===== src/exec_pkg.sv =====
package exec_pkg;
    // Opcode patterns
    localparam logic [7:0] OP_DEC_A = 8'h14;
    localparam logic [7:0] OP_DEC_DIR = 8'h15;
    localparam logic [6:0] OP_DEC_IND = 7'h0B;
    localparam logic [4:0] OP_DEC_REG = 5'h03;
    localparam logic [7:0] OP_INC_A = 8'h04;
    localparam logic [7:0] OP_INC_DIR = 8'h05;
    localparam logic [6:0] OP_INC_IND = 7'h03;
    localparam logic [4:0] OP_INC_REG = 5'h01;
    localparam logic [7:0] OP_DIV = 8'h84;
    localparam logic [4:0] OP_LOOP_REG = 5'h1B;
    localparam logic [7:0] OP_LOOP_DIR = 8'hD5;
    localparam logic [7:0] OP_INC_PTR = 8'hA3;
    localparam logic [7:0] OP_BIT_SET = 8'h20;
    // Lengths in bytes
    localparam logic [15:0] LEN_ONE = 16'h0001;
    localparam logic [15:0] LEN_TWO = 16'h0002;
    localparam logic [15:0] LEN_THREE = 16'h0003;
    // Cycle counts
    localparam logic [2:0] CYC_ONE = 3'h1;
    localparam logic [2:0] CYC_TWO = 3'h2;
    localparam logic [2:0] CYC_DIV = 3'h4;
    // Reset values
    localparam logic [15:0] PC_RESET = 16'h0000;
    localparam logic [7:0] BYTE_RESET = 8'h00;
endpackage


===== src/byte_divider.sv =====
`timescale 1ns/100ps
// ****************************************
// Unsigned 8-bit divider
// ****************************************
module byte_divider
    import exec_pkg::*;
(
    // Operands
    input wire logic [7:0] dividend,
    input wire logic [7:0] divisor,
    // Results
    output logic [7:0] quotient,
    output logic [7:0] remainder,
    output logic by_zero
);
    // Restoring division; zero divisor gives all-ones quotient, left undefined to software
    always_comb begin
        logic [8:0] rem;
        rem = 9'h000;
        quotient = 8'h00;
        for (int i = 7; i >= 0; i--) begin
            rem = {rem[7:0], dividend[i]};
            if (rem >= {1'b0, divisor}) begin
                rem = rem - {1'b0, divisor};
                quotient[i] = 1'b1;
            end
        end
        remainder = rem[7:0];
        by_zero = (divisor == 8'h00);
    end
endmodule


===== src/dec_inc_div_branch_exec.sv =====
`timescale 1ns/100ps
// How it works
// - Minus-one subtracts one, 00H wraps to 0FFH, flags untouched.
// - Minus-one operand is accumulator, bank register, direct byte or indirect byte.
// - Read-modify-write on a port takes the output latch, not pins.
// - Minus-one opcodes 14H, 18H-1FH, 15H+addr, 16H/17H; one cycle each.
// - Divide A by B: quotient to A, remainder to B, clear C and excess; 4 cycles.
// - Divisor zero sets excess flag, clears carry; results undefined.
// - Loop-count branch decrements with wrap, branches on non-zero, no flags.
// - Loop branch target is advanced PC plus signed last byte.
// - Loop branch register form 2 bytes, direct 3 bytes, 2 cycles each.
// - Loop branch register form decoded from 11011rrr plus offset.
// - Plus-one adds one, 0FFH wraps to 00H, flags untouched.
// - Data-pointer increment is 16-bit modulo, low carries into high; 2 cycles.
// - Branch-on-bit-set jumps when bit is one; bit and flags unchanged.
// - Bit branch target is advanced PC plus signed third byte.
// - Bit branch opcode 20H, bit address, offset; 3 bytes, 2 cycles.
module dec_inc_div_branch_exec
    import exec_pkg::*;
(
    // Clock and reset
    input wire logic clock,
    input wire logic sys_rst,
    // Instruction issue
    input wire logic issue,
    input wire logic [7:0] opcode,
    input wire logic [7:0] operand1,
    input wire logic [7:0] operand2,
    input wire logic [15:0] pc_in,
    // Operand values fetched by the core
    input wire logic [7:0] acc_in,
    input wire logic [7:0] b_in,
    input wire logic [7:0] bank_work_reg_in,
    input wire logic [7:0] mem_in,
    input wire logic [7:0] port_latch_in,
    input wire logic is_port,
    input wire logic bit_in,
    input wire logic [7:0] pointer_low_byte_in,
    input wire logic [7:0] pointer_high_byte_in,
    input wire logic carry_in,
    input wire logic arith_excess_flag_in,
    // Results
    output logic busy,
    output logic done,
    output logic [15:0] pc_out,
    output logic acc_we,
    output logic [7:0] acc_out,
    output logic b_we,
    output logic [7:0] b_out,
    output logic byte_we,
    output logic [1:0] byte_dest,
    output logic [7:0] byte_out,
    output logic ptr_we,
    output logic [7:0] pointer_low_byte_out,
    output logic [7:0] pointer_high_byte_out,
    output logic flags_we,
    output logic carry_out,
    output logic arith_excess_flag_out,
    output logic illegal
);
    // ****************************************
    // Decoding
    // ****************************************
    typedef enum {OP_NONE, OP_MINUS, OP_PLUS, OP_DIVIDE, OP_LOOP, OP_PTR, OP_BIT} op_e;
    typedef enum {ST_IDLE, ST_WAIT} state_e;

    // Destination codes for byte results
    localparam logic [1:0] DST_ACC = 2'h0;
    localparam logic [1:0] DST_BANK = 2'h1;
    localparam logic [1:0] DST_DIR = 2'h2;
    localparam logic [1:0] DST_IND = 2'h3;

    // Classify the operand source of a one-byte arithmetic opcode
    function automatic logic [1:0] byte_src(input logic [7:0] op);
        if (op[3])
            byte_src = DST_BANK;
        else if (op[1])
            byte_src = DST_IND;
        else if (op[0])
            byte_src = DST_DIR;
        else
            byte_src = DST_ACC;
    endfunction

    // Branch target: advanced PC plus sign-extended displacement
    function automatic logic [15:0] rel_target(input logic [15:0] next_pc, input logic [7:0] rel);
        rel_target = next_pc + {{8{rel[7]}}, rel};
    endfunction

    op_e op_kind;
    logic [15:0] op_len;
    logic [2:0] op_cycles;
    logic [1:0] src_kind;

    // Decoder for the opcodes this unit owns
    always_comb begin
        op_kind = OP_NONE;
        op_len = LEN_ONE;
        op_cycles = CYC_ONE;
        src_kind = byte_src(opcode);
        if (opcode == OP_DEC_A || opcode == OP_DEC_DIR || opcode[7:1] == OP_DEC_IND
            || opcode[7:3] == OP_DEC_REG) begin
            op_kind = OP_MINUS;
            op_len = (opcode == OP_DEC_DIR) ? LEN_TWO : LEN_ONE;
        end else if (opcode == OP_INC_A || opcode == OP_INC_DIR || opcode[7:1] == OP_INC_IND
            || opcode[7:3] == OP_INC_REG) begin
            op_kind = OP_PLUS;
            op_len = (opcode == OP_INC_DIR) ? LEN_TWO : LEN_ONE;
        end else if (opcode == OP_DIV) begin
            op_kind = OP_DIVIDE;
            op_cycles = CYC_DIV;
        end else if (opcode[7:3] == OP_LOOP_REG) begin
            op_kind = OP_LOOP;
            op_len = LEN_TWO;
            op_cycles = CYC_TWO;
            src_kind = DST_BANK;
        end else if (opcode == OP_LOOP_DIR) begin
            op_kind = OP_LOOP;
            op_len = LEN_THREE;
            op_cycles = CYC_TWO;
            src_kind = DST_DIR;
        end else if (opcode == OP_INC_PTR) begin
            op_kind = OP_PTR;
            op_cycles = CYC_TWO;
        end else if (opcode == OP_BIT_SET) begin
            op_kind = OP_BIT;
            op_len = LEN_THREE;
            op_cycles = CYC_TWO;
        end
    end

    // ****************************************
    // Datapath
    // ****************************************
    logic [7:0] operand_val;
    logic [7:0] minus_val;
    logic [7:0] plus_val;
    logic [15:0] ptr_sum;
    logic [15:0] next_pc;
    logic [7:0] quo;
    logic [7:0] rem;
    logic div_zero;

    // Port targets read the output latch so pin loading cannot corrupt the result
    always_comb begin
        case (src_kind)
            DST_ACC: operand_val = acc_in;
            DST_BANK: operand_val = bank_work_reg_in;
            default: operand_val = is_port ? port_latch_in : mem_in;
        endcase
    end

    assign minus_val = operand_val - 8'h01;
    assign plus_val = operand_val + 8'h01;
    assign ptr_sum = {pointer_high_byte_in, pointer_low_byte_in} + 16'h0001;
    assign next_pc = pc_in + op_len;

    byte_divider u_div (
        .dividend(acc_in),
        .divisor(b_in),
        .quotient(quo),
        .remainder(rem),
        .by_zero(div_zero)
    );

    // ****************************************
    // Sequencing
    // ****************************************
    state_e state_reg;
    logic [2:0] count_reg;

    // Multi-cycle instructions hold busy until their cycle count is used up
    always_ff @(posedge clock) begin
        if (sys_rst) begin
            state_reg <= ST_IDLE;
            count_reg <= 3'h0;
        end else begin
            case (state_reg)
                ST_IDLE: begin
                    if (issue && op_kind != OP_NONE && op_cycles != CYC_ONE) begin
                        state_reg <= ST_WAIT;
                        count_reg <= op_cycles - 3'h1;
                    end
                end
                ST_WAIT: begin
                    count_reg <= count_reg - 3'h1;
                    if (count_reg == 3'h1)
                        state_reg <= ST_IDLE;
                end
                default: state_reg <= ST_IDLE;
            endcase
        end
    end

    // Busy output follows the sequencer
    always_ff @(posedge clock) begin
        if (sys_rst)
            busy <= 1'b0;
        else if (state_reg == ST_IDLE)
            busy <= issue && op_kind != OP_NONE && op_cycles != CYC_ONE;
        else
            busy <= count_reg != 3'h1;
    end

    // ****************************************
    // Result registers
    // ****************************************
    // Results are computed at issue and held; writes strobe two cycles after the final cycle.
    // Operands must stay valid only in the issue cycle.
    logic [7:0] acc_hold;
    logic [7:0] b_hold;
    logic [7:0] byte_hold;
    logic [15:0] pc_hold;
    logic [15:0] ptr_hold;
    logic acc_w_hold;
    logic b_w_hold;
    logic byte_w_hold;
    logic ptr_w_hold;
    logic flags_w_hold;
    logic excess_hold;
    logic [1:0] dest_hold;

    always_ff @(posedge clock) begin
        if (sys_rst) begin
            acc_hold <= BYTE_RESET;
            b_hold <= BYTE_RESET;
            byte_hold <= BYTE_RESET;
            pc_hold <= PC_RESET;
            ptr_hold <= PC_RESET;
            acc_w_hold <= 1'b0;
            b_w_hold <= 1'b0;
            byte_w_hold <= 1'b0;
            ptr_w_hold <= 1'b0;
            flags_w_hold <= 1'b0;
            excess_hold <= 1'b0;
            dest_hold <= DST_ACC;
        end else if (issue && state_reg == ST_IDLE) begin
            acc_hold <= acc_in;
            b_hold <= b_in;
            byte_hold <= operand_val;
            pc_hold <= next_pc;
            ptr_hold <= ptr_sum;
            acc_w_hold <= 1'b0;
            b_w_hold <= 1'b0;
            byte_w_hold <= 1'b0;
            ptr_w_hold <= 1'b0;
            flags_w_hold <= 1'b0;
            excess_hold <= arith_excess_flag_in;
            dest_hold <= src_kind;
            case (op_kind)
                OP_MINUS: begin
                    byte_hold <= minus_val;
                    byte_w_hold <= 1'b1;
                end
                OP_PLUS: begin
                    byte_hold <= plus_val;
                    byte_w_hold <= 1'b1;
                end
                OP_LOOP: begin
                    byte_hold <= minus_val;
                    byte_w_hold <= 1'b1;
                    if (minus_val != 8'h00)
                        pc_hold <= rel_target(next_pc, opcode == OP_LOOP_DIR ? operand2 : operand1);
                end
                OP_DIVIDE: begin
                    acc_hold <= quo;
                    b_hold <= rem;
                    acc_w_hold <= 1'b1;
                    b_w_hold <= 1'b1;
                    flags_w_hold <= 1'b1;
                    excess_hold <= div_zero;
                end
                OP_PTR: ptr_w_hold <= 1'b1;
                OP_BIT: begin
                    if (bit_in)
                        pc_hold <= rel_target(next_pc, operand2);
                end
                default: pc_hold <= pc_in;
            endcase
        end
    end

    // Final-cycle strobe: single-cycle ops finish the edge after issue
    logic finish;
    assign finish = (state_reg == ST_WAIT && count_reg == 3'h1)
        || (state_reg == ST_IDLE && issue && op_kind != OP_NONE && op_cycles == CYC_ONE);
    logic finish_reg;

    always_ff @(posedge clock) begin
        if (sys_rst)
            finish_reg <= 1'b0;
        else
            finish_reg <= finish;
    end

    // Unknown opcodes flagged for the outer decoder
    always_ff @(posedge clock) begin
        if (sys_rst)
            illegal <= 1'b0;
        else
            illegal <= issue && state_reg == ST_IDLE && op_kind == OP_NONE;
    end

    // Outputs registered two edges after the last cycle of each instruction
    always_ff @(posedge clock) begin
        if (sys_rst) begin
            done <= 1'b0;
            pc_out <= PC_RESET;
            acc_we <= 1'b0;
            acc_out <= BYTE_RESET;
            b_we <= 1'b0;
            b_out <= BYTE_RESET;
            byte_we <= 1'b0;
            byte_out <= BYTE_RESET;
            byte_dest <= DST_ACC;
            ptr_we <= 1'b0;
            pointer_low_byte_out <= BYTE_RESET;
            pointer_high_byte_out <= BYTE_RESET;
            flags_we <= 1'b0;
            carry_out <= 1'b0;
            arith_excess_flag_out <= 1'b0;
        end else begin
            done <= finish_reg;
            pc_out <= pc_hold;
            acc_out <= acc_hold;
            b_out <= b_hold;
            byte_out <= byte_hold;
            // Destination leaves with its byte, so back-to-back results stay paired
            byte_dest <= dest_hold;
            pointer_low_byte_out <= ptr_hold[7:0];
            pointer_high_byte_out <= ptr_hold[15:8];
            acc_we <= finish_reg && acc_w_hold;
            b_we <= finish_reg && b_w_hold;
            byte_we <= finish_reg && byte_w_hold;
            ptr_we <= finish_reg && ptr_w_hold;
            flags_we <= finish_reg && flags_w_hold;
            carry_out <= 1'b0;
            arith_excess_flag_out <= excess_hold;
        end
    end

    // ****************************************
    // Checks
    // ****************************************
    a_div_excess: assert property (@(posedge clock) disable iff (sys_rst)
        (issue && state_reg == ST_IDLE && op_kind == OP_DIVIDE && b_in == 8'h00)
        |-> ##5 (flags_we && arith_excess_flag_out && !carry_out))
        else $error("divide by zero flags wrong");
    a_div_time: assert property (@(posedge clock) disable iff (sys_rst)
        (issue && state_reg == ST_IDLE && op_kind == OP_DIVIDE)
        |-> ##5 (done && acc_we && b_we))
        else $error("divide timing wrong");
    a_minus_wrap: assert property (@(posedge clock) disable iff (sys_rst)
        (issue && state_reg == ST_IDLE && op_kind == OP_MINUS && operand_val == 8'h00)
        |-> ##2 (byte_we && byte_out == 8'hFF && !flags_we))
        else $error("minus-one wrap wrong");
    a_plus_wrap: assert property (@(posedge clock) disable iff (sys_rst)
        (issue && state_reg == ST_IDLE && op_kind == OP_PLUS && operand_val == 8'hFF)
        |-> ##2 (byte_we && byte_out == 8'h00 && !flags_we))
        else $error("plus-one wrap wrong");
    a_ptr_carry: assert property (@(posedge clock) disable iff (sys_rst)
        (issue && state_reg == ST_IDLE && op_kind == OP_PTR && pointer_low_byte_in == 8'hFF)
        |-> ##3 (ptr_we && pointer_low_byte_out == 8'h00
            && pointer_high_byte_out == $past(pointer_high_byte_in, 3) + 8'h01))
        else $error("pointer carry wrong");
    a_loop_fall: assert property (@(posedge clock) disable iff (sys_rst)
        (issue && state_reg == ST_IDLE && op_kind == OP_LOOP && operand_val == 8'h01)
        |-> ##3 (done && pc_out == $past(next_pc, 3)))
        else $error("loop branch taken at zero");
    a_bit_taken: assert property (@(posedge clock) disable iff (sys_rst)
        (issue && state_reg == ST_IDLE && op_kind == OP_BIT && bit_in)
        |-> ##3 (done && pc_out == $past(next_pc + {{8{operand2[7]}}, operand2}, 3)))
        else $error("bit branch target wrong");
    a_bit_busy: assert property (@(posedge clock) disable iff (sys_rst)
        (issue && state_reg == ST_IDLE && op_kind == OP_BIT) |=> busy ##1 !busy)
        else $error("bit branch cycle count wrong");
endmodule


===== config.mk =====
export PLATFORM = sky130hd
export DESIGN_NAME = dec_inc_div_branch_exec
export DESIGN_NICKNAME = d
export VERILOG_FILES = /design/src/exec_pkg.sv /design/src/byte_divider.sv /design/src/dec_inc_div_branch_exec.sv
export SDC_FILE = /design/constraint.sdc
export NUM_CORES = 1
export LEC_CHECK = 0
export BUFFER_PORTS_ARGS = -buffer_cell sky130_fd_sc_hd__buf_4
export CORE_ASPECT_RATIO = 1.1
export CORE_UTILIZATION = 58
export CTS_CLUSTER_DIAMETER = 150
export CTS_CLUSTER_SIZE = 30
export DETAILED_ROUTE_END_ITERATION = 8
export GPL_TIMING_DRIVEN = 0
export HOLD_SLACK_MARGIN = 0.12
export MAX_ROUTING_LAYER = met4
export PLACE_DENSITY = 0.8
export SLEW_MARGIN = 20
export SYNTH_ARGS = -nofsm -noshare
export SYNTH_HDL_FRONTEND = slang
export SYNTH_SLANG_ARGS = --single-unit

===== constraint.sdc =====
create_clock -name clock -period 19.3 [get_ports clock]
set_input_delay 0.965 -clock clock [delete_from_list [all_inputs] [get_ports clock]]
set_output_delay 0.965 -clock clock [all_outputs]
set_load 0.05 [all_outputs]

### Word level (Yosys, flattened, before mapping)

Index checks and enable logic that the tools add are counted.

* register bits after elaboration: 163
* latch bits: 0
* bits in writable memories: 0
* bits in read-only memories: 0
* bits of input ports: 103
* memories kept: 0

* add/sub/neg operators: 16
* multipliers: 0
* divide/modulo/power cells: 0
* magnitude comparators: 8
* equal/unequal tests: 28
* shift-type cells: 0
* multiplexer cells: 66
* bitwise gates (word level): 0
* reductions and logical operators: 30

Operators by type and width (count)
* 32-bit by 2-bit == test with 1-bit output (second input constant): 3
* 32-bit by 3-bit == test with 1-bit output (second input constant): 3
* 32-bit zero test: 3
* 8-bit two-way mux: 12
* 32-bit by 1-bit == test with 1-bit output (second input constant): 2
* 32-bit two-way mux: 2
* 32-bit case mux with 2 select lines: 1
* 9-bit by 8-bit >= comparator with 1-bit output: 7
* 8-bit subtractor: 7
* 16-bit adder: 3
* 16-bit case mux with 3 select lines: 1
* 2-bit two-way mux: 21
* 3-bit two-way mux: 11
* 16-bit two-way mux: 2
* 8-bit case mux with 2 select lines: 2
* 32-bit nonzero test: 1
* 8-bit == test (second input constant): 3
* 16-bit by 1-bit adder with 16-bit output (second input constant): 1
* 8-bit by 3-bit == test with 1-bit output (second input constant): 2
* 8-bit by 5-bit == test with 1-bit output (second input constant): 2
* 1-bit two-way mux: 13
* 1-bit logical AND: 10
* 8-bit by 1-bit adder with 8-bit output (second input constant): 1
* 8-bit by 6-bit == test with 1-bit output (second input constant): 1
* 23 further kinds: 34

### Logic depth before layout (Yosys ltp)

* depth after elaboration: 17
* mapped depth: 81

### By module

From an unflattened synthesis, not the netlist that was laid out.

* cell total of the unflattened synthesis: 1371
* area, all modules: 11111.9 µm²

Modules (own cells, without submodules)
* dec_inc_div_branch_exec: instances 1, cells an instance 931, area each 7748.7 µm², sequential area each 2642.5 µm²
* byte_divider: instances 1, cells an instance 440, area each 3363.2 µm², sequential area each 0.0 µm²

### Worst setup path after synthesis

OpenSTA, ideal clock, no wires.

* path type: input port to flip-flop
* start: input port acc_in[7]
* end: register b_hold[3]
* setup time: 0.059 ns
* data arrival time: 15.960 ns
* required time: 19.241 ns
* slack: 3.280 ns
* stages on the path: 76
* path through: inv_1 -> ha_1 -> nor2b_1 -> o2111ai_4 -> nor2_1 -> a21oi_1 -> inv_1 -> ha_1 -> nand3b_1 -> a21boi_0 -> o31ai_1 -> nand2_1 -> mux2_2 -> ha_1 -> a21o_1 -> or3_1 -> o221ai_1 -> a21bo_1 -> [40 not listed] -> o31a_1 -> nor2_1 -> o211ai_1 -> mux2_2 -> buf_4 -> mux2i_1 -> ha_1 -> a21o_1 -> a21o_1 -> a21oi_1 -> o21bai_1 -> a31oi_1 -> o21ai_0 -> a21o_1 -> a21o_1 -> nand2b_1 -> a21oi_1 -> a221o_1

* cells in the longest elaborated chain, start to end: 17

RTL lines
* from (decl): RTL line dec_inc_div_branch_exec.sv:31 `input wire logic [7:0] acc_in,`
* 1-bit by 8-bit subtractor with 8-bit output / 1-bit by 8-bit >= comparator with 1-bit output (equally long branches): RTL line byte_divider.sv:24, byte_divider.sv:23
* 8-bit two-way mux (*): RTL line byte_divider.sv:23 `if (rem >= {1'b0, divisor}) begin`
* 8-bit subtractor / 9-bit by 8-bit >= comparator with 1-bit output (equally long branches): RTL line byte_divider.sv:24, byte_divider.sv:23
* 8-bit two-way mux (*): RTL line byte_divider.sv:23
* 8-bit subtractor / 9-bit by 8-bit >= comparator with 1-bit output (equally long branches): RTL line byte_divider.sv:24, byte_divider.sv:23
* 8-bit two-way mux (*): RTL line byte_divider.sv:23
* 8-bit subtractor / 9-bit by 8-bit >= comparator with 1-bit output (equally long branches): RTL line byte_divider.sv:24, byte_divider.sv:23
* 8-bit two-way mux (*): RTL line byte_divider.sv:23
* 8-bit subtractor / 9-bit by 8-bit >= comparator with 1-bit output (equally long branches): RTL line byte_divider.sv:24, byte_divider.sv:23
* 8-bit two-way mux (*): RTL line byte_divider.sv:23
* 8-bit subtractor / 9-bit by 8-bit >= comparator with 1-bit output (equally long branches): RTL line byte_divider.sv:24, byte_divider.sv:23
* 8-bit two-way mux (*): RTL line byte_divider.sv:23
* 8-bit subtractor / 9-bit by 8-bit >= comparator with 1-bit output (equally long branches): RTL line byte_divider.sv:24, byte_divider.sv:23
* 8-bit two-way mux (*): RTL line byte_divider.sv:23
* 9-bit by 8-bit >= comparator with 1-bit output / 8-bit subtractor (equally long branches): RTL line byte_divider.sv:23, byte_divider.sv:24
* 8-bit two-way mux (*): RTL line byte_divider.sv:23
* 8-bit two-way mux (*): RTL line dec_inc_div_branch_exec.sv:250 `case (op_kind)`
* to (signal assigned): RTL line dec_inc_div_branch_exec.sv:239 `b_hold <= b_in;`
* to (signal assigned): RTL line dec_inc_div_branch_exec.sv:267 `b_hold <= rem;`
* to (decl): RTL line dec_inc_div_branch_exec.sv:211 `logic [7:0] b_hold;`

Mark *: on every way between the ends. The rest lies on a longest branch, timed or not.
A chain may end at the register's enable or synchronous reset.

### Worst setup path after layout

* start: input port b_in[1]
* end: register b_hold[3]

* cells in the longest elaborated chain, start to end: 17

RTL lines
* from (decl): RTL line dec_inc_div_branch_exec.sv:32 `input wire logic [7:0] b_in,`
* 1-bit by 8-bit subtractor with 8-bit output / 1-bit by 8-bit >= comparator with 1-bit output (equally long branches): RTL line byte_divider.sv:24, byte_divider.sv:23
* 8-bit two-way mux: RTL line byte_divider.sv:23
* 8-bit subtractor / 9-bit by 8-bit >= comparator with 1-bit output (equally long branches): RTL line byte_divider.sv:24, byte_divider.sv:23
* 8-bit two-way mux: RTL line byte_divider.sv:23
* 8-bit subtractor / 9-bit by 8-bit >= comparator with 1-bit output (equally long branches): RTL line byte_divider.sv:24, byte_divider.sv:23
* 8-bit two-way mux: RTL line byte_divider.sv:23
* 8-bit subtractor / 9-bit by 8-bit >= comparator with 1-bit output (equally long branches): RTL line byte_divider.sv:24, byte_divider.sv:23
* 8-bit two-way mux: RTL line byte_divider.sv:23
* 8-bit subtractor / 9-bit by 8-bit >= comparator with 1-bit output (equally long branches): RTL line byte_divider.sv:24, byte_divider.sv:23
* 8-bit two-way mux: RTL line byte_divider.sv:23
* 8-bit subtractor / 9-bit by 8-bit >= comparator with 1-bit output (equally long branches): RTL line byte_divider.sv:24, byte_divider.sv:23
* 8-bit two-way mux: RTL line byte_divider.sv:23
* 8-bit subtractor / 9-bit by 8-bit >= comparator with 1-bit output (equally long branches): RTL line byte_divider.sv:24, byte_divider.sv:23
* 8-bit two-way mux: RTL line byte_divider.sv:23
* 9-bit by 8-bit >= comparator with 1-bit output / 8-bit subtractor (equally long branches): RTL line byte_divider.sv:23, byte_divider.sv:24
* 8-bit two-way mux (*): RTL line byte_divider.sv:23
* 8-bit two-way mux (*): RTL line dec_inc_div_branch_exec.sv:250

Marked as above.

==> impl_results.rst <==
.. list-table::
   :header-rows: 1

   * - Metric
     - Value
   * - Top_reg_cell synth
     - sky130_fd_sc_hd__dfxtp_1
   * - Share of the synthesized area in the top cell type
     - between 20% and 30%
   * - Mapped cell area
     - 10500 µm²
   * - Global router's overall resource usage
     - 36.1%
   * - Share of post-route cells with drive strength above 1
     - 18.5%
   * - Count of antenna-violating nets left after detailed routing
     - 0
   * - Synthesis-stage register bit count
     - around 130
   * - Worst Path Arrival
     - 18.49 ns
   * - Share of the synthesized area in compound gates (AO/OA/AOI/OAI)
     - roughly 22%
   * - Most used standard cells in the synthesized netlist
     - sky130_fd_sc_hd__dfxtp_1, sky130_fd_sc_hd__nor2_1, sky130_fd_sc_hd__ha_1, sky130_fd_sc_hd__nand2_1, sky130_fd_sc_hd__a21oi_1
   * - Final number of hold-violating endpoints
     - 0
   * - Cts hold-fix bufs
     - 0
   * - Drt total wl
     - 32400 µm
   * - F_max
     - 0.0552 GHz
   * - Source of the worst register-to-register timing path
     - state_reg[0]
   * - Basic-gate share of the synthesized area counting and, or, nand and nor cells
     - 21.2%
   * - Number of cells on the worst hold path
     - 2
   * - Root Buffer
     - sky130_fd_sc_hd__clkbuf_16
   * - Proportion of synthesized flip-flops having asynchronous set or reset
     - 0%
   * - I/O Pins
     - 171
   * - Global-route wire length before repair
     - 50400 µm
   * - IR Drop Worst-Case VDD
     - 0.0870 mV
   * - Unrepaired setup endpoints after global routing
     - false
   * - Final clock skew
     - slightly below 0.01 ns
   * - R2r worst-path depth
     - 7
   * - Delay of the slowest critical-path stage
     - 0.42 ns
   * - Hpwl dp
     - 24800 µm
   * - Die area
     - 18600 µm²
   * - Required time of the critical path
     - 19.68 ns
   * - Remaining Overflow, GRT
     - 0
   * - Average vias per placed instance
     - 6.09
   * - CTS tree
     - built
   * - Buffer depth of the longest clock path
     - 2
   * - Remaining design rule violation count
     - 0
   * - XOR/XNOR Fraction of Synth Area
     - 7.86%
   * - Outcome
     - complete, no violations
   * - HP Start
     - pc_hold[6]
   * - Worst R2R End
     - pc_hold[3]
   * - Starting density of the core
     - roughly three fifths
   * - Tightest Hold Check Type
     - register to register
   * - Total number of vias
     - 10400
   * - P per Cell Area
     - 100 nW/µm²
   * - Clock transition time at the flip-flop clock pins of the worst setup and hold paths
     - 0.07 ns
   * - Largest net degree at the start of global routing
     - 17
   * - Setup Total Neg Slack
     - 0 ns
   * - Post-synthesis mux area share
     - 6.17%
   * - Number of fill cells in the layout
     - about 1400
   * - Clock net sink count
     - 132
   * - Drt first-iter violations
     - a little under 900
   * - Site Rows
     - 51
   * - Later-pin clock latency in the skew report
     - 0.44 ns
   * - Combinational family with the most area after synthesis
     - compound AO/OA/AOI/OAI gates
   * - Wirelength per Cell
     - between 15 and 20 µm
   * - Clock period minus final worst setup slack
     - 18.11 ns
   * - Port buffer count
     - 165
   * - Worst reg-to-reg setup slack
     - 16.68 ns
   * - Critical path startpoint category
     - input port
   * - Setup CP Type
     - input port to register
   * - Post-synthesis share of cell area spent on full adders, half adders and majority gates
     - between 10% and 20%
   * - Worst slew pin tran
     - ~0.8 ns
   * - Net count, final
     - between 1500 and 2000
   * - Most instantiated library cell after synthesis
     - sky130_fd_sc_hd__dfxtp_1
   * - Vias in the first global route
     - 9946
   * - TritonRoute pass-1 iters
     - 6
   * - Avg Inst Size Synth
     - roughly 8.3 µm²
   * - Placed Instance Area
     - 12000 µm²
   * - GP Congestion
     - 0.964
   * - Width of the chip
     - 130 µm
   * - Number of antenna violations at the first check in global routing
     - 1
   * - Largest registers
     - pc_hold (16), pc_out (16), ptr_hold (16)
   * - Final setup vio count
     - 0
   * - Number of violations of the max-capacitance limit
     - 0
   * - Floorplan Core Area
     - 17700 µm²
   * - Number of CTS-inserted buffers
     - 17
   * - Static Leakage
     - ~0.0057 µW
   * - Ys Warns
     - 0
   * - Crit path max-delay cell type
     - sky130_fd_sc_hd__mux2_2
   * - Slew Viols, Final
     - 0
   * - Number of nets produced by synthesis
     - 1471
   * - H-tree depth reported by CTS
     - 4
   * - Endpoint of the worst hold-timing path
     - pc_hold[6]
   * - Synth area leaders
     - sky130_fd_sc_hd__dfxtp_1, sky130_fd_sc_hd__ha_1, sky130_fd_sc_hd__nor2b_1
   * - Netlist cell types
     - 84
   * - Chip Height
     - approximately 140 µm
   * - Critical path endpoint category
     - register
   * - Final cycle utilization of the critical path
     - a little over nine tenths
   * - Area growth from synthesis to layout
     - 21.5%
   * - Largest area contributor in the synthesized netlist
     - sky130_fd_sc_hd__dfxtp_1
   * - Count of flip-flops with a built-in enable after synthesis
     - 0
   * - Startpoint of the worst setup timing path
     - b_in[1]
   * - Fin area
     - 12700 µm²
   * - Cell occurring most often along the worst timing path
     - sky130_fd_sc_hd__ha_1
   * - Biggest fanout along the worst timing path
     - 11
   * - Sequential share of the synthesized area
     - 25.2%
   * - Slew Limit Headroom
     - 45.7%
   * - Gate count after technology mapping
     - 1260
[through the flow]
step | hold slack [ns] | cells | worst slack (ns) | total power (µW) | util, %
3_5_place_dp | 0.444 | 1663 | 0.344 | 916 | 68.0
6_report | 0.454 | 1702 | 1.19 | 1280 | 72.0
5_1_grt | 0.473 | 1702 | 0.00472 | 1350 | 72.0
4_1_cts | 0.453 | 1695 | 0.635 | 1260 | 71.4
2_1_floorplan | 0.427 | 1260 | 3.28 | 770 | -
3_3_place_gp | 0.435 | 1663 | 0.577 | 908 | 68.0
[worst max-delay path: cells and delay by family]
family	cells	cell delay, ns
multiplexers	6	2.07
AND/OR/NAND/NOR	11	1.96
buffers and inverters	10	1.52
adder cells (fa/ha/maj)	8	2.34
AO/OA/AOI/OAI	41	9.59
[logic make-up after synthesis]
logic type / Yosys count
mux: 59
compound gates: 322
fa+ha+maj: 108
buf+inv: 110
xor+xnor: 94
other cells: 1
flops: 132
simple gates: 434
[cell usage in the layout, fill, tap and decap left out, types with 23 or more instances in the layout]
master,n
sky130_fd_sc_hd__nand2_1,84
sky130_fd_sc_hd__mux2i_1,23
sky130_fd_sc_hd__a21oi_1,81
sky130_fd_sc_hd__clkbuf_1,35
sky130_fd_sc_hd__nor2_1,114
sky130_fd_sc_hd__buf_4,175
sky130_fd_sc_hd__o21ai_0,42
sky130_fd_sc_hd__dfxtp_1,132
sky130_fd_sc_hd__ha_1,98
sky130_fd_sc_hd__mux2_2,29
sky130_fd_sc_hd__nor2b_1,80
sky130_fd_sc_hd__inv_1,58
sky130_fd_sc_hd__nor3_1,29
sky130_fd_sc_hd__a21o_1,32
sky130_fd_sc_hd__xnor2_1,53
sky130_fd_sc_hd__nand3_1,30
sky130_fd_sc_hd__xor2_1,41
sky130_fd_sc_hd__a211oi_1,37
[layer usage]
metal  global-route usage [%]  share of wire, %
met1                     44.2                41
met2                     56.4                47
met3                     7.01               8.3
met4                     18.0               3.6
met5                        -                 0
[report_power, final]
part           internal [µW]  switching (µW)  total, µW
Clock                    186             155        341
Combinational            266             375        641
Sequential               288            5.48        294
[final cells by class]
class | instances | area (µm²) | share of cell area (%)
multi-input cells | 1018 | 7440 | 58.5
flip-flops and latches | 132 | 2640 | 20.8
repair buffers | 171 | 1280 | 10.1
clock buffers | 17 | 425 | 3.34
well taps | 238 | 298 | 2.34
inverters | 59 | 225 | 1.77
plain buffers | 51 | 223 | 1.75
clock inverters | 15 | 181 | 1.43
diodes | 1 | 2.50 | 0.0197
[worst max path at each step]
stage                     end  cells after the start
finish              b_hold[3]                     76
detailed placement  b_hold[3]                     77
floorplan           b_hold[3]                     76
global route        b_hold[3]                     76
global placement    b_hold[6]                     77
CTS                 b_hold[3]                     77
[what timing repair did]
item,in CTS,in global routing
setup buffers,0,6
gates resized for setup,0,11
setup endpoints to repair,0,9
No activity file was read; power rests on OpenSTA's default activity.
